## config.mk

```make
export PLATFORM = sky130hd
export DESIGN_NAME = lrc_regs
export DESIGN_NICKNAME = d
export VERILOG_FILES = /design/src/verilog/lrc_pkg.sv /design/src/verilog/lrc_regs.sv
export VERILOG_INCLUDE_DIRS = /design/src /design/src/verilog
export SDC_FILE = /design/constraint.sdc
export NUM_CORES = 1
export LEC_CHECK = 0
export ABC_AREA = 1
export BUFFER_PORTS_ARGS = -buffer_cell sky130_fd_sc_hd__buf_2
export CAP_MARGIN = 20
export CORE_ASPECT_RATIO = 0.6
export CORE_MARGIN = 2
export CORE_UTILIZATION = 45
export DETAILED_ROUTE_END_ITERATION = 16
export PLACE_DENSITY = 0.76
export SLEW_MARGIN = 20
export SYNTH_ARGS = -nofsm -noshare
export SYNTH_HDL_FRONTEND = slang
export SYNTH_SLANG_ARGS = --single-unit
```

## constraint.sdc

```tcl
create_clock -name clk -period 3.2 [get_ports clk]
set_input_delay 0.16 -clock clk [delete_from_list [all_inputs] [get_ports clk]]
set_output_delay 0.16 -clock clk [all_outputs]
set_load 0.1 [all_outputs]
```

## src/verilog/lrc_params.svh

```systemverilog
`ifndef LRC_PARAMS_SVH
`define LRC_PARAMS_SVH

// register byte addresses
`define LRC_CIPHER_CONTROL_ADDR   32'h4000_00c0
`define LRC_KEY_WORD0_ADDR        32'h4000_00c4
`define LRC_KEY_WORD1_ADDR        32'h4000_00c8
`define LRC_KEY_WORD2_ADDR        32'h4000_00cc
`define LRC_KEY_WORD3_ADDR        32'h4000_00d0
`define LRC_BLOCK_POINTER_ADDR    32'h4000_00d4
`define LRC_TX_CODE_ADDR          32'h4000_00d8
`define LRC_RX_CODE_ADDR          32'h4000_00dc
`define LRC_RF_TEST_ADDR          32'h4000_00e0
`define LRC_PREFETCH_ADDR         32'h4000_00f0
`define LRC_COARSE_TGT_ADDR       32'h4000_00f4
`define LRC_PRECISE_TGT_ADDR      32'h4000_00f8
`define LRC_SAMPLE_ADDR           32'h4000_00fc
`define LRC_BASE_VALUE_ADDR       32'h4000_0100
`define LRC_MISC_CONTROL_ADDR     32'h4000_0200

// rf test control fields
`define LRC_RFT_ENDLESS_RX_BIT    31
`define LRC_RFT_ENDLESS_TX_BIT    15
`define LRC_RFT_LEN_SRC_BIT       14
`define LRC_RFT_SEQ_TYPE_BIT      13
`define LRC_RFT_PLD_SRC_BIT       12
`define LRC_RFT_LEN_MSB           8

// misc control fields
`define LRC_MISC_SIG_SEL_BIT      21
`define LRC_MISC_WAKE_STAT_BIT    20
`define LRC_MISC_SERIAL_BIT       19
`define LRC_MISC_BASEBAND_BIT     18
`define LRC_MISC_RADIO_BIT        17

// field widths
`define LRC_POINTER_W             16
`define LRC_PREFETCH_W            8
`define LRC_COARSE_W              16
`define LRC_BASE_W                27
`define LRC_LEN_W                 9

// reset values and sequence seeds
`define LRC_RESET_WORD            32'h0000_0000
`define LRC_SEED_SHORT            15'h01ff
`define LRC_SEED_LONG             15'h7fff

// base counter unit
`define LRC_BASE_UNIT_NS          625000
`define LRC_CLK_PERIOD_NS         8

`endif

```

## src/verilog/lrc_pkg.sv

```systemverilog
`include "lrc_params.svh"

package lrc_pkg;

   // low-power wake acknowledge sequence
   typedef enum logic [1:0] {
      LRC_WAKE_IDLE,
      LRC_WAKE_ACTIVE,
      LRC_WAKE_POWERED,
      LRC_WAKE_PERIOD
   } lrc_wake_e;

   typedef struct packed {
      logic [31:0]                 key0;
      logic [31:0]                 key1;
      logic [31:0]                 key2;
      logic [31:0]                 key3;
      logic                        cipher_busy;
      logic                        cipher_start;
      logic [`LRC_POINTER_W-1:0]   pointer;
      logic [31:0]                 tx_code;
      logic [31:0]                 rx_code;
      logic                        endless_rx;
      logic                        endless_tx;
      logic                        len_src;
      logic                        seq_type;
      logic                        pld_src;
      logic [`LRC_LEN_W-1:0]       test_len;
      logic [`LRC_PREFETCH_W-1:0]  prefetch;
      logic [`LRC_COARSE_W-1:0]    coarse_tgt;
      logic [`LRC_BASE_W-1:0]      precise_tgt;
      logic                        sample_pend;
      logic [`LRC_BASE_W-1:0]      base_cnt;
      logic [`LRC_BASE_W-1:0]      base_value;
      logic [16:0]                 tick_div;
      logic                        coarse_irq;
      logic                        precise_irq;
      logic                        sig_sel;
      logic                        serial_bit;
      logic                        baseband_bit;
      logic                        radio_bit;
      lrc_wake_e                   wake;
      logic                        wake_stat;
      logic [7:0]                  sig_strength;
      logic [`LRC_LEN_W-1:0]       pld_len;
      logic [14:0]                 lfsr;
      logic                        pld_bit;
      logic [31:0]                 rdata;
   } lrc_state_s;

endpackage

```

## src/verilog/lrc_regs.sv

```systemverilog
// How it works
// [RULE1] key bits 127..64 held in two read/write words, reset zero
// [RULE2] sixteen-bit block pointer in low half of its word
// [RULE3] integrity codes read-only, captured at cipher done even when masked
// [RULE4] endless receive bit 31 keeps receive window open
// [RULE5] endless transmit bit 15 gives endless payload, repeating test length
// [RULE6] bit 14 picks payload length: descriptor or test length
// [RULE7] bit 13 picks nine-stage or fifteen-stage sequence
// [RULE8] shift registers seeded all ones before payload generation
// [RULE9] bit 12 picks payload from memory or sequence generator
// [RULE10] nine-bit test transmit length in low bits
// [RULE11] eight-bit table prefetch time in microseconds
// [RULE12] coarse event when target equals counter 19..4 and low nibble zero
// [RULE13] precise event when target equals whole base counter
// [RULE14] writing one to sample bit copies counter, bit then self-clears
// [RULE15] bit 21 selects peak-hold or average signal strength
// [RULE16] software waits for wake status bit 20 to clear
// [RULE17] wake status cleared after radio power-up plus one low-power period
// [RULE18] software keeps control bits 19, 18, 17 at zero
// [RULE19] cipher start bit begins run, clears itself at cipher done
// [RULE20] key bits 63..0 held in two more read/write words
// [RULE21] each target match gives one pulse per counter update
// [RULE22] reserved bits read zero, writes to them ignored
//
// Local design decision: the address-and-strobe port.
`timescale 1ns/1ps
`default_nettype none
`include "lrc_params.svh"

module lrc_regs #(
   parameter int TICK_CYC = `LRC_BASE_UNIT_NS / `LRC_CLK_PERIOD_NS
) (
   input  wire logic         clk,
   input  wire logic         arst_n,
   input  wire logic [31:0]  addr,
   input  wire logic [31:0]  wdata,
   input  wire logic         wr,
   input  wire logic         rd,
   output logic      [31:0]  rdata,
   input  wire logic         cipher_done_interrupt,
   input  wire logic [31:0]  cipher_tx_code_in,
   input  wire logic [31:0]  cipher_rx_code_in,
   output logic              cipher_start,
   output logic              cipher_busy,
   output logic      [127:0] cipher_key,
   output logic      [15:0]  cipher_block_pointer,
   output logic              endless_receive_window,
   output logic              endless_transmit_payload,
   output logic      [8:0]   test_transmit_length,
   input  wire logic [8:0]   descriptor_adv_length,
   output logic      [8:0]   payload_length,
   input  wire logic         sequence_restart,
   input  wire logic         sequence_advance,
   input  wire logic         memory_payload_bit,
   output logic              payload_bit,
   output logic      [7:0]   table_prefetch_time,
   output logic              coarse_target_interrupt,
   output logic              precise_target_interrupt,
   input  wire logic [7:0]   peak_strength,
   input  wire logic [7:0]   average_strength,
   output logic      [7:0]   signal_strength,
   input  wire logic         lowpower_wake_event,
   input  wire logic         radio_powered,
   input  wire logic         lowpower_clk_tick,
   output logic              lowpower_wake_interrupt,
   output logic              serial_replace_bit,
   output logic              baseband_alone_bit,
   output logic              radio_alone_bit
);

   lrc_pkg::lrc_state_s s_r;
   lrc_pkg::lrc_state_s s_nxt;

   localparam logic [16:0] TICK_LAST = 17'(TICK_CYC - 1);

   // one decode shared by write and read sides
   function automatic logic hit(input logic [31:0] a, input logic [31:0] reg_addr);
      hit = (a == reg_addr);
   endfunction

   // sequence feedback for either length
   function automatic logic seq_fb(input logic [14:0] v, input logic long_sel);
      if (long_sel)
         seq_fb = v[13] ^ v[12] ^ v[11] ^ v[1] ^ v[0];
      else
         seq_fb = v[8] ^ v[4];
   endfunction

   // next-state logic for the whole bank
   always_comb
   begin
      logic [`LRC_BASE_W-1:0] cnt_new;
      logic                   tick;
      cnt_new = s_r.base_cnt;
      tick    = 1'b0;
      s_nxt   = s_r;

      // base counter runs on a divided enable; one clock only
      if (s_r.tick_div == TICK_LAST)
      begin
         s_nxt.tick_div = 17'h0_0000;
         tick           = 1'b1;
         cnt_new        = s_r.base_cnt + 27'h000_0001;
      end
      else
      begin
         s_nxt.tick_div = s_r.tick_div + 17'h0_0001;
      end
      s_nxt.base_cnt = cnt_new;

      // matches judged only on an update so each gives a single pulse
      s_nxt.coarse_irq = tick && (cnt_new[19:4] == s_r.coarse_tgt)                  // [RULE12] [RULE21]
                         && (cnt_new[3:0] == 4'h0);
      s_nxt.precise_irq = tick && (cnt_new == s_r.precise_tgt);                     // [RULE13] [RULE21]

      // sample copy takes the cycle after the write, then the bit drops
      if (s_r.sample_pend)
      begin
         s_nxt.base_value  = s_r.base_cnt;                                          // [RULE14]
         s_nxt.sample_pend = 1'b0;                                                  // [RULE14]
      end

      // cipher run: start pulses once, busy bit clears at done
      s_nxt.cipher_start = 1'b0;
      if (cipher_done_interrupt)
      begin
         s_nxt.cipher_busy = 1'b0;                                                  // [RULE19]
         s_nxt.tx_code     = cipher_tx_code_in;                                     // [RULE3]
         s_nxt.rx_code     = cipher_rx_code_in;                                     // [RULE3]
      end

      // wake status: event sets, power-up then a full low-power period clears
      unique case (s_r.wake)
         lrc_pkg::LRC_WAKE_IDLE:    ;
         lrc_pkg::LRC_WAKE_ACTIVE:
            if (radio_powered)
               s_nxt.wake = lrc_pkg::LRC_WAKE_POWERED;
         lrc_pkg::LRC_WAKE_POWERED:
            if (lowpower_clk_tick)
               s_nxt.wake = lrc_pkg::LRC_WAKE_PERIOD;
         lrc_pkg::LRC_WAKE_PERIOD:
            if (lowpower_clk_tick)
               s_nxt.wake = lrc_pkg::LRC_WAKE_IDLE;                                 // [RULE17]
      endcase
      // a new event beats the self-acknowledge
      if (lowpower_wake_event)
         s_nxt.wake = lrc_pkg::LRC_WAKE_ACTIVE;
      // status kept in its own flop so the pin needs no decode
      s_nxt.wake_stat = (s_nxt.wake != lrc_pkg::LRC_WAKE_IDLE);                    // [RULE17]

      // register writes; only defined bits are stored
      if (wr)
      begin
         if (hit(addr, `LRC_CIPHER_CONTROL_ADDR) && wdata[0])
         begin
            s_nxt.cipher_busy  = 1'b1;                                              // [RULE19]
            s_nxt.cipher_start = 1'b1;                                              // [RULE19]
         end
         if (hit(addr, `LRC_KEY_WORD0_ADDR))
            s_nxt.key0 = wdata;                                                     // [RULE20]
         if (hit(addr, `LRC_KEY_WORD1_ADDR))
            s_nxt.key1 = wdata;                                                     // [RULE20]
         if (hit(addr, `LRC_KEY_WORD2_ADDR))
            s_nxt.key2 = wdata;                                                     // [RULE1]
         if (hit(addr, `LRC_KEY_WORD3_ADDR))
            s_nxt.key3 = wdata;                                                     // [RULE1]
         if (hit(addr, `LRC_BLOCK_POINTER_ADDR))
            s_nxt.pointer = wdata[`LRC_POINTER_W-1:0];                              // [RULE2] [RULE22]
         if (hit(addr, `LRC_RF_TEST_ADDR))
         begin
            s_nxt.endless_rx = wdata[`LRC_RFT_ENDLESS_RX_BIT];                      // [RULE4]
            s_nxt.endless_tx = wdata[`LRC_RFT_ENDLESS_TX_BIT];                      // [RULE5]
            s_nxt.len_src    = wdata[`LRC_RFT_LEN_SRC_BIT];                         // [RULE6]
            s_nxt.seq_type   = wdata[`LRC_RFT_SEQ_TYPE_BIT];                        // [RULE7]
            s_nxt.pld_src    = wdata[`LRC_RFT_PLD_SRC_BIT];                         // [RULE9]
            s_nxt.test_len   = wdata[`LRC_RFT_LEN_MSB:0];                           // [RULE10]
         end
         if (hit(addr, `LRC_PREFETCH_ADDR))
            s_nxt.prefetch = wdata[`LRC_PREFETCH_W-1:0];                            // [RULE11]
         if (hit(addr, `LRC_COARSE_TGT_ADDR))
            s_nxt.coarse_tgt = wdata[`LRC_COARSE_W-1:0];                            // [RULE12]
         if (hit(addr, `LRC_PRECISE_TGT_ADDR))
            s_nxt.precise_tgt = wdata[`LRC_BASE_W-1:0];                             // [RULE13]
         if (hit(addr, `LRC_SAMPLE_ADDR) && wdata[0])
            s_nxt.sample_pend = 1'b1;                                               // [RULE14]
         if (hit(addr, `LRC_MISC_CONTROL_ADDR))
         begin
            s_nxt.sig_sel      = wdata[`LRC_MISC_SIG_SEL_BIT];                      // [RULE15]
            s_nxt.serial_bit   = wdata[`LRC_MISC_SERIAL_BIT];                       // [RULE18]
            s_nxt.baseband_bit = wdata[`LRC_MISC_BASEBAND_BIT];                     // [RULE18]
            s_nxt.radio_bit    = wdata[`LRC_MISC_RADIO_BIT];                        // [RULE18]
         end
      end

      // payload length and source muxes, registered toward the radio
      s_nxt.pld_len      = s_r.len_src ? s_r.test_len : descriptor_adv_length;     // [RULE6]
      s_nxt.sig_strength = s_r.sig_sel ? average_strength : peak_strength;         // [RULE15]

      // sequence generator; reseeded on restart or on any write to the rf test word
      if (sequence_restart || (wr && hit(addr, `LRC_RF_TEST_ADDR)))
         s_nxt.lfsr = s_nxt.seq_type ? `LRC_SEED_LONG : `LRC_SEED_SHORT;           // [RULE8]
      else if (sequence_advance)
      begin
         if (s_r.seq_type)
            s_nxt.lfsr = {s_r.lfsr[13:0], seq_fb(s_r.lfsr, 1'b1)};                 // [RULE7]
         else
            s_nxt.lfsr = {6'h00, s_r.lfsr[7:0], seq_fb(s_r.lfsr, 1'b0)};           // [RULE7]
      end
      s_nxt.pld_bit = s_r.pld_src ? (s_r.seq_type ? s_r.lfsr[14] : s_r.lfsr[8])   // [RULE9]
                                  : memory_payload_bit;

      // read data stands only in the cycle after the strobe
      s_nxt.rdata = `LRC_RESET_WORD;
      if (rd)
      begin
         unique case (1'b1)
            hit(addr, `LRC_CIPHER_CONTROL_ADDR): s_nxt.rdata = {31'h0000_0000, s_r.cipher_busy};
            hit(addr, `LRC_KEY_WORD0_ADDR):      s_nxt.rdata = s_r.key0;
            hit(addr, `LRC_KEY_WORD1_ADDR):      s_nxt.rdata = s_r.key1;
            hit(addr, `LRC_KEY_WORD2_ADDR):      s_nxt.rdata = s_r.key2;
            hit(addr, `LRC_KEY_WORD3_ADDR):      s_nxt.rdata = s_r.key3;
            hit(addr, `LRC_BLOCK_POINTER_ADDR):  s_nxt.rdata = {16'h0000, s_r.pointer};     // [RULE22]
            hit(addr, `LRC_TX_CODE_ADDR):        s_nxt.rdata = s_r.tx_code;                  // [RULE3]
            hit(addr, `LRC_RX_CODE_ADDR):        s_nxt.rdata = s_r.rx_code;                  // [RULE3]
            hit(addr, `LRC_RF_TEST_ADDR):
               s_nxt.rdata = {s_r.endless_rx, 15'h0000, s_r.endless_tx, s_r.len_src,
                              s_r.seq_type, s_r.pld_src, 3'h0, s_r.test_len};               // [RULE22]
            hit(addr, `LRC_PREFETCH_ADDR):       s_nxt.rdata = {24'h00_0000, s_r.prefetch};
            hit(addr, `LRC_COARSE_TGT_ADDR):     s_nxt.rdata = {16'h0000, s_r.coarse_tgt};
            hit(addr, `LRC_PRECISE_TGT_ADDR):    s_nxt.rdata = {5'h00, s_r.precise_tgt};
            hit(addr, `LRC_SAMPLE_ADDR):         s_nxt.rdata = {31'h0000_0000, s_r.sample_pend};
            hit(addr, `LRC_BASE_VALUE_ADDR):     s_nxt.rdata = {5'h00, s_r.base_value};
            hit(addr, `LRC_MISC_CONTROL_ADDR):
               s_nxt.rdata = {10'h000, s_r.sig_sel, s_r.wake_stat,
                              s_r.serial_bit, s_r.baseband_bit, s_r.radio_bit, 17'h0_0000};
            default:                             s_nxt.rdata = `LRC_RESET_WORD;
         endcase
      end
   end

   // whole bank in one register; reset to constants only
   always_ff @(posedge clk or negedge arst_n)
   begin
      if (!arst_n)
      begin
         s_r      <= '0;
         s_r.wake <= lrc_pkg::LRC_WAKE_IDLE;
      end
      else
      begin
         s_r <= s_nxt;
      end
   end

   // outputs straight from the state flops
   assign rdata                    = s_r.rdata;
   assign cipher_start             = s_r.cipher_start;
   assign cipher_busy              = s_r.cipher_busy;
   assign cipher_key               = {s_r.key3, s_r.key2, s_r.key1, s_r.key0};
   assign cipher_block_pointer     = s_r.pointer;
   assign endless_receive_window   = s_r.endless_rx;
   assign endless_transmit_payload = s_r.endless_tx;
   assign test_transmit_length     = s_r.test_len;
   assign payload_length           = s_r.pld_len;
   assign payload_bit              = s_r.pld_bit;
   assign table_prefetch_time      = s_r.prefetch;
   assign coarse_target_interrupt  = s_r.coarse_irq;
   assign precise_target_interrupt = s_r.precise_irq;
   assign signal_strength          = s_r.sig_strength;
   assign lowpower_wake_interrupt  = s_r.wake_stat;
   assign serial_replace_bit       = s_r.serial_bit;
   assign baseband_alone_bit       = s_r.baseband_bit;
   assign radio_alone_bit          = s_r.radio_bit;
endmodule

`default_nettype wire

```

==> impl_metrics.json, run 1 <==
{
  "outcome": "finished, final reports clean",
  "start_kind": "flip-flop",
  "hold_viol_final": 0,
  "first_global_vias": 18400,
  "gp_congestion": 0.994,
  "grt_start_max_net_pins": 88,
  "die-area_sq_um": 49800,
  "maxSlewHeadroom_pct": 36.6,
  "cp.required_ns": 3.68,
  "maxCapViolations": 0,
  "cp-end-kind": "flip-flop",
  "io_pins": 385,
  "worst-path-max-fanout": 9,
  "drt-initial-drc-count": 2202,
  "routed_wl_um": 76000,
  "tightestPinTransition_ns": 0.949,
  "antenna_left": 0,
  "die_h_um": 174,
  "cts.sinks": 421,
  "async_reset_ff_share_pct": 100,
  "cts_hold_buf": 114,
  "synth_edf_count": 0,
  "postCtsSetupBuffers": 0,
  "ys_top_cells_by_area": "dfrtp_1 49%, nand2_1 13%, buf_4 7.4%, o21ai_0 6.7%, inv_1 5.1%",
  "total_power_uw": 11400,
  "syn_nets": 2905,
  "clkTransAtPathRegs_ns": 0.07,
  "syn_inst": 2738,
  "wl_per_cell_um": 20.5,
  "ys_top_cells_by_count": "724 x nand2_1, 421 x dfrtp_1, 291 x inv_1",
  "grt_pass1_wl_um": 114000,
  "r2r_end": "precise_target_interrupt$_DFF_PN0_",
  "first_pass_iters": 6,
  "finalNetCount": 3191,
  "p_per_area_nw_per_um2": 452,
  "fin_tns_setup_ns": 0,
  "fin_crit_sh_pct": 83.3,
  "htreeDepth": 2,
  "fill_cells": 4517,
  "hold_path.class": "input pin to flip-flop",
  "critPathMaxStageDelay_ns": 0.49,
  "cts_tree": "built",
  "synth_warnings": 0,
  "ys_ff_latch": 421,
  "cts_resized": 0,
  "timing.rr.start": "s_r[118]$_DFF_PN0_",
  "synth_area_per_cell_sq_um": 7.89,
  "yosysMostFrequentCell": "nand2_1",
  "period_needed_ns": 2.67,
  "port_buffers": 384,
  "endpoint": "precise_target_interrupt$_DFF_PN0_",
  "fin_skew_ns": 0.0264,
  "rsz0062_at_grt": "false",
  "gr-usage-all-layers_pct": 30.2,
  "cpMaxStageDelayCell": "dfrtp_1",
  "r2r_cells": 13,
  "arrival_ns": 3.15,
  "final_layout_size_suffix_gt1_share_pct": 18.1,
  "max_freq_mhz": 375,
  "insertion_delay_ns": 0.57,
  "yosysTopAreaCell": "dfrtp_1",
  "syn_area_sq_um": 21600,
  "rows": 62,
  "drc_errors": 0,
  "ir_drop_v": 0.000326,
  "core-area_sq_um": 47600,
  "ys_types": 45,
  "synth_top_area_share_pct": 48.8,
  "grt-ovfl-total": 0,
  "critPathKind": "flip-flop to flip-flop",
  "antenna_found_initial": 4,
  "cts_root_buffer": "clkbuf_16",
  "slew_violations": 0,
  "initial_core_util_pct": 45.3,
  "num_vias": 19600,
  "dp_hpwl_um": 55400,
  "setup_viol_count_final": 0,
  "startpoint": "s_r[118]$_DFF_PN0_",
  "p_leak_uw": 0.0129,
  "fp.dieW_um": 287,
  "area_delta_synth_final_pct": 17.3,
  "viasPerCell": 5.31,
  "clock_path_buffers": 3,
  "ys.flop_type": "dfrtp_1",
  "crit_chain": "ha_1, nand3_1, inv_1, nand2_1, nor2_2, nand2_1, inv_1, nand3_1, nand3_1, nand4_1, nor2_1, nand2_1, nor2_1",
  "numCtsBuffers": 42,
  "ff2ff_setup_slack_ns": 0.53,
  "seq_area_frac_synth_pct": 48.8
}
stage by stage:
stage	area [sq um]	util, %	worst slack [ns]	std cells	hold WS, ns
6_report	25300	53.2	0.534	3698	0.0417
5_1_grt	25300	53.2	0.268	3697	0.0948
4_1_cts	25300	53.2	0.572	3695	0.0124
3_5_place_dp	22700	47.8	0.603	3506	0.226
3_3_place_gp	22700	47.8	0.644	3506	0.230
2_1_floorplan	21600	-	1.26	2738	-0.136
per-layer routing:
metal  vias to the layer above  global-route usage, %  routed length, um  share of wire, %
met1                      9275                   45.5              33400                44
met3                       164                   7.18               8510                11
met5                         -                      0                  0                 0
met2                      1110                   42.7              31600                42
met4                         0                   9.42               2460               3.2
li1                       9083                      -                  -                 -
logic make-up (layout without fill, tap and decap cells):
family                   after synthesis  count (layout)  synth area share [%]
AO/OA/AOI/OAI                        441             441                  10.5
XOR/XNOR                              25              25                  1.27
adder cells (fa/ha/maj)                3               3                 0.174
buffers and inverters                611             928                  14.7
flip-flops                           421             421                  48.8
multiplexers                          17              17                 0.886
other                                  0               3                     0
AND/OR/NAND/NOR                     1220            1220                  23.7
power by group:
part	total, uW	leakage, uW	internal (uW)	switching (uW)
sequential	5460	0.00564	5420	41.2
combinational	779	0.00652	267	513
clock	5200	0.000697	2990	2210
total	11400	0.0129	8680	2760
worst max-delay path: cells and delay by family (launching register included):
| kind | cells | cell delay (ns) |
|---|---|---|
| AND/OR/NAND/NOR | 10 | 1.57 |
| flip-flops | 1 | 0.49 |
| buffers and inverters | 2 | 0.27 |
| adder cells (fa/ha/maj) | 1 | 0.26 |
worst min path at each step:
stage,to,from,cells past startpoint
after floorplan,baseband_alone_bit$_DFFE_PN0P_,arst_n,0
after global placement,s_r[127]$_DFF_PN0_,arst_n,1
after detailed placement,s_r[127]$_DFF_PN0_,arst_n,1
after CTS,s_r[66]$_DFF_PN0_,lowpower_clk_tick,4
after global routing,s_r[66]$_DFF_PN0_,lowpower_clk_tick,4
final,s_r[66]$_DFF_PN0_,lowpower_clk_tick,4
final cells by class:
type                            count  area (sq um)  share of cell area [%]
Clock inverter                     15           210                   0.830
Sequential cell                   421         10500                    41.6
Clock buffer                       60          1220                    4.82
Multi-Input combinational cell   1706          7890                    31.2
Tap cell                          640           801                    3.16
Inverter                          305          1150                    4.53
Antenna cell                        3          7.51                  0.0296
Timing Repair Buffer              548          3510                    13.9
layout by cell type (no fill, tap or decap), types with 6 or more instances in the layout:
cell,instances
a21oi_1,42
buf_2,382
buf_4,46
clkbuf_1,9
clkbuf_16,43
clkbuf_8,8
clkinv_1,6
clkinv_2,7
dfrtp_1,421
dlygate4sd3_1,114
inv_1,291
inv_2,6
mux2_2,17
nand2_1,724
nand3_1,132
nand3b_1,10
nand4_1,54
nor2_1,241
nor2_2,8
nor3_1,27
o21ai_0,288
o21ai_1,75
o22ai_1,25
xor2_1,16
flip-flops by register name, summed over array words and instances (netlist names), 8 cells and up:
signal	flops
test_transmit_length	9
signal_strength	8
cipher_block_pointer	16
rdata	32
payload_length	9
s_r	200
cipher_key	128
table_prefetch_time	8
(Power assumes the default switching activity.)
==> run 2: changes to the inputs <==
--- a/config.mk
+++ b/config.mk
@@ -6,7 +6,7 @@
 export SDC_FILE = /design/constraint.sdc
 export NUM_CORES = 1
 export LEC_CHECK = 0
-export ABC_AREA = 1
+export ABC_AREA = 0
 export BUFFER_PORTS_ARGS = -buffer_cell sky130_fd_sc_hd__buf_2
 export CAP_MARGIN = 20
 export CORE_ASPECT_RATIO = 0.6
==> constraint.sdc (replaced) <==
create_clock -name clk -period 2.7 [get_ports clk]
set_input_delay 0.135 -clock clk [delete_from_list [all_inputs] [get_ports clk]]
set_output_delay 0.135 -clock clk [all_outputs]
set_load 0.1 [all_outputs]
==> run 2 against run 1 <==
Net effect: die area shrank 3.8%; sequential cell count is the same; sequential share of layout area shrank 1.0 points; highest routed layer unchanged; count of clock-buffer cells in the layout shrank 2; largest power group unchanged; non-clock buffer count grew 135; setup slack lost 0.73 ns; critical path depth shrank 3; worst hold slack lost 0.0025 ns; largest cell class unchanged; the flow now finishes with violations (negative setup slack); design area grew 2.5%.
==> impl_metrics.json, run 2 <==
{
  "first_global_vias": 16300,
  "largest_register_ffs": 200,
  "ys_top_cells_by_count": "421 x dfrtp_1, 321 x mux2_2, 210 x buf_4",
  "die_h_um": 170,
  "slew_violations": 0,
  "worst-path-max-fanout": 5,
  "rows": 60,
  "rsz0062_at_grt": "true",
  "crit_chain": "inv_1, ha_2, or4b_4, nor3_4, buf_12, nand4_1, xnor2_2, xor2_1, or4_4, nor4_4",
  "p_per_area_nw_per_um2": 520,
  "cts_tree": "built",
  "core-area_sq_um": 45200,
  "mostFrequentLayoutCell": "dfrtp_1",
  "htreeDepth": 2,
  "viasPerCell": 5.78,
  "ys_ff_latch": 421,
  "dp_hpwl_um": 50000,
  "cts_root_buffer": "clkbuf_16",
  "io_pins": 385,
  "area_delta_synth_final_pct": 25.0,
  "ys_top_cells_by_area": "dfrtp_1 51%, mux2_2 17%, buf_4 7.6%, xnor2_1 2.2%, a22oi_1 1.8%",
  "arrival_ns": 3.34,
  "setup_viol_count_final": 2,
  "clkTransAtPathRegs_ns": 0.06,
  "r2r_cells": 10,
  "syn_nets": 1867,
  "gp_congestion": 0.989,
  "grt_start_max_net_pins": 74,
  "yosysMostFrequentCell": "dfrtp_1",
  "final_layout_size_suffix_gt1_share_pct": 46.5,
  "finalWorstSetupSlack_ns": -0.191,
  "numCtsBuffers": 41,
  "synth_area_per_cell_sq_um": 12.2,
  "initial_core_util_pct": 46.0,
  "first_pass_iters": 9,
  "wl_per_cell_um": 25.0,
  "start_kind": "flip-flop",
  "clock_path_buffers": 3,
  "num_vias": 16100,
  "ir_drop_v": 0.000448,
  "ff2ff_setup_slack_ns": -0.19,
  "max_flop_register": "s_r",
  "timing.rr.start": "s_r[75]$_DFF_PN0_",
  "maxSlewHeadroom_pct": 55.5,
  "tightestPinTransition_ns": 0.667,
  "hold_viol_final": 0,
  "maxCapViolations": 0,
  "drt-initial-drc-count": 1652,
  "ys_types": 72,
  "drc_errors": 0,
  "cts.sinks": 421,
  "crit_family": "simple AND/OR/NAND/NOR gates",
  "cpMaxStageDelayCell": "or4b_4",
  "insertion_delay_ns": 0.56,
  "critPathMaxStageDelay_ns": 0.52,
  "seq_area_frac_synth_pct": 50.7,
  "routed_wl_um": 69500,
  "ys.flop_type": "dfrtp_1",
  "finalNetCount": 2294,
  "async_reset_ff_share_pct": 100,
  "antenna_found_initial": 2,
  "hold_depth": 4,
  "fin_skew_ns": 0.0231,
  "hold_start": "sequence_restart",
  "syn_inst": 1700,
  "p_leak_uw": 0.0129,
  "yosysTopAreaCell": "dfrtp_1",
  "fill_cells": 3615,
  "grt_pass1_wl_um": 102000,
  "syn_area_sq_um": 20800,
  "critPathKind": "flip-flop to flip-flop",
  "synth_warnings": 0,
  "placed_cell_area_sq_um": 23000,
  "cp.required_ns": 3.15,
  "stdcell_area_sq_um": 26000,
  "post-route-util_pct": 57.4,
  "synth_top_area_share_pct": 50.7,
  "gr-usage-all-layers_pct": 28.5,
  "grt-ovfl-total": 0,
  "fp.dieW_um": 281,
  "path_buf_inv": 2,
  "r2r_end": "coarse_target_interrupt$_DFF_PN0_",
  "fin_crit_sh_pct": 107,
  "outcome": "finished, violations left",
  "period_needed_ns": 2.89,
  "hold_path.class": "input pin to flip-flop",
  "hold-path-endpoint": "s_r[41]$_DFFE_PN0P_",
  "synth_edf_count": 0,
  "failed_checks": "negative setup slack",
  "max_freq_mhz": 346,
  "port_buffers": 384,
  "antenna_left": 0,
  "die-area_sq_um": 47900,
  "layout_common_cells": "421 x dfrtp_1, 382 x buf_2, 321 x mux2_2",
  "cp-end-kind": "flip-flop"
}
run 2: cell types whose count changed after synthesis, sizes merged, moves of 23 or more:
cell,previous run,this run
xnor2,5,52
nand3,137,31
a22oi,0,50
nor4,2,26
nand4,54,25
and3,1,24
o21ai,364,11
nor2,251,47
nand2,730,90
inv,297,15
a31oi,1,27
a22o,0,25
a222oi,0,35
mux2,17,321
run 2: layer usage:
| layer | track usage [%] | up-vias | share of wire, % |
|---|---|---|---|
| li1 | - | 6892 | - |
| met1 | 39.8 | 8186 | 43 |
| met2 | 44.1 | 826 | 45 |
| met3 | 6.34 | 148 | 8.6 |
| met4 | 9.32 | 0 | 3.2 |
| met5 | 0 | - | 0 |
run 2: worst register-to-register path, cell delays in order (launching register included):
cell and delay (ns):
dfrtp_1 0.38, inv_1 0.06, ha_2 0.20, or4b_4 0.52, nor3_4 0.19, buf_12 0.15
nand4_1 0.21, xnor2_2 0.21, xor2_1 0.14, or4_4 0.50, nor4_4 0.25
run 2: logic make-up after synthesis:
group | synth area share (%)
buf+inv | 9.61
simple gates | 8.70
compound gates | 8.65
mux | 17.9
xor+xnor | 4.25
fa+ha+maj | 0.181
flops | 50.7
run 2: stage by stage:
| stage | TNS (ns) | worst slack (ns) | std cells | hold slack, ns | total power [uW] |
|---|---|---|---|---|---|
| 6_report | -0.373 | -0.191 | 2778 | 0.0393 | 13500 |
| 5_1_grt | -0.650 | -0.340 | 2778 | 0.0343 | 14000 |
| 4_1_cts | -0.213 | -0.131 | 2772 | 0.0128 | 13600 |
| 3_5_place_dp | -0.470 | -0.316 | 2563 | 0.174 | 7390 |
| 3_3_place_gp | -0.352 | -0.218 | 2563 | 0.169 | 7360 |
| 2_1_floorplan | -0.0908 | -0.0481 | 1700 | -0.161 | 6960 |
run 2: area by class of cell:
cell class / instances / area [sq um] / area share [%]
well taps: 620 / 776 / 2.99
clock inverters: 14 / 189 / 0.728
repair buffers: 683 / 4700 / 18.1
diodes: 2 / 5.00 / 0.0193
flip-flops and latches: 421 / 10500 / 40.6
multi-input cells: 965 / 8480 / 32.7
inverters: 15 / 56.3 / 0.217
clock buffers: 58 / 1220 / 4.71
run 2: worst max-delay path by stage:
stage          cells after the start         startpoint  slack [ns]                            endpoint
2_1_floorplan                      9  s_r[74]$_DFF_PN0_       -0.05  precise_target_interrupt$_DFF_PN0_
3_5_place_dp                       9  s_r[74]$_DFF_PN0_       -0.32  precise_target_interrupt$_DFF_PN0_
4_1_cts                            9  s_r[74]$_DFF_PN0_       -0.13  precise_target_interrupt$_DFF_PN0_
5_1_grt                            9  s_r[84]$_DFF_PN0_       -0.34  precise_target_interrupt$_DFF_PN0_
6_report                          10  s_r[75]$_DFF_PN0_       -0.19   coarse_target_interrupt$_DFF_PN0_
3_3_place_gp                       9  s_r[74]$_DFF_PN0_       -0.22  precise_target_interrupt$_DFF_PN0_
run 2: what timing repair did:
action / CTS / global route
pin swaps: 19 / 6
hold endpoints to repair: 350 / 0
setup buffers: 11 / 4
setup endpoints to repair: 2 / 2
gates resized for setup: 11 / 12
hold buffers: 126 / 0
run 2: where the power goes:
| part | switching (uW) | internal (uW) |
|---|---|---|
| Combinational | 526 | 391 |
| Clock | 2540 | 3550 |
| Sequential | 72.0 | 6430 |
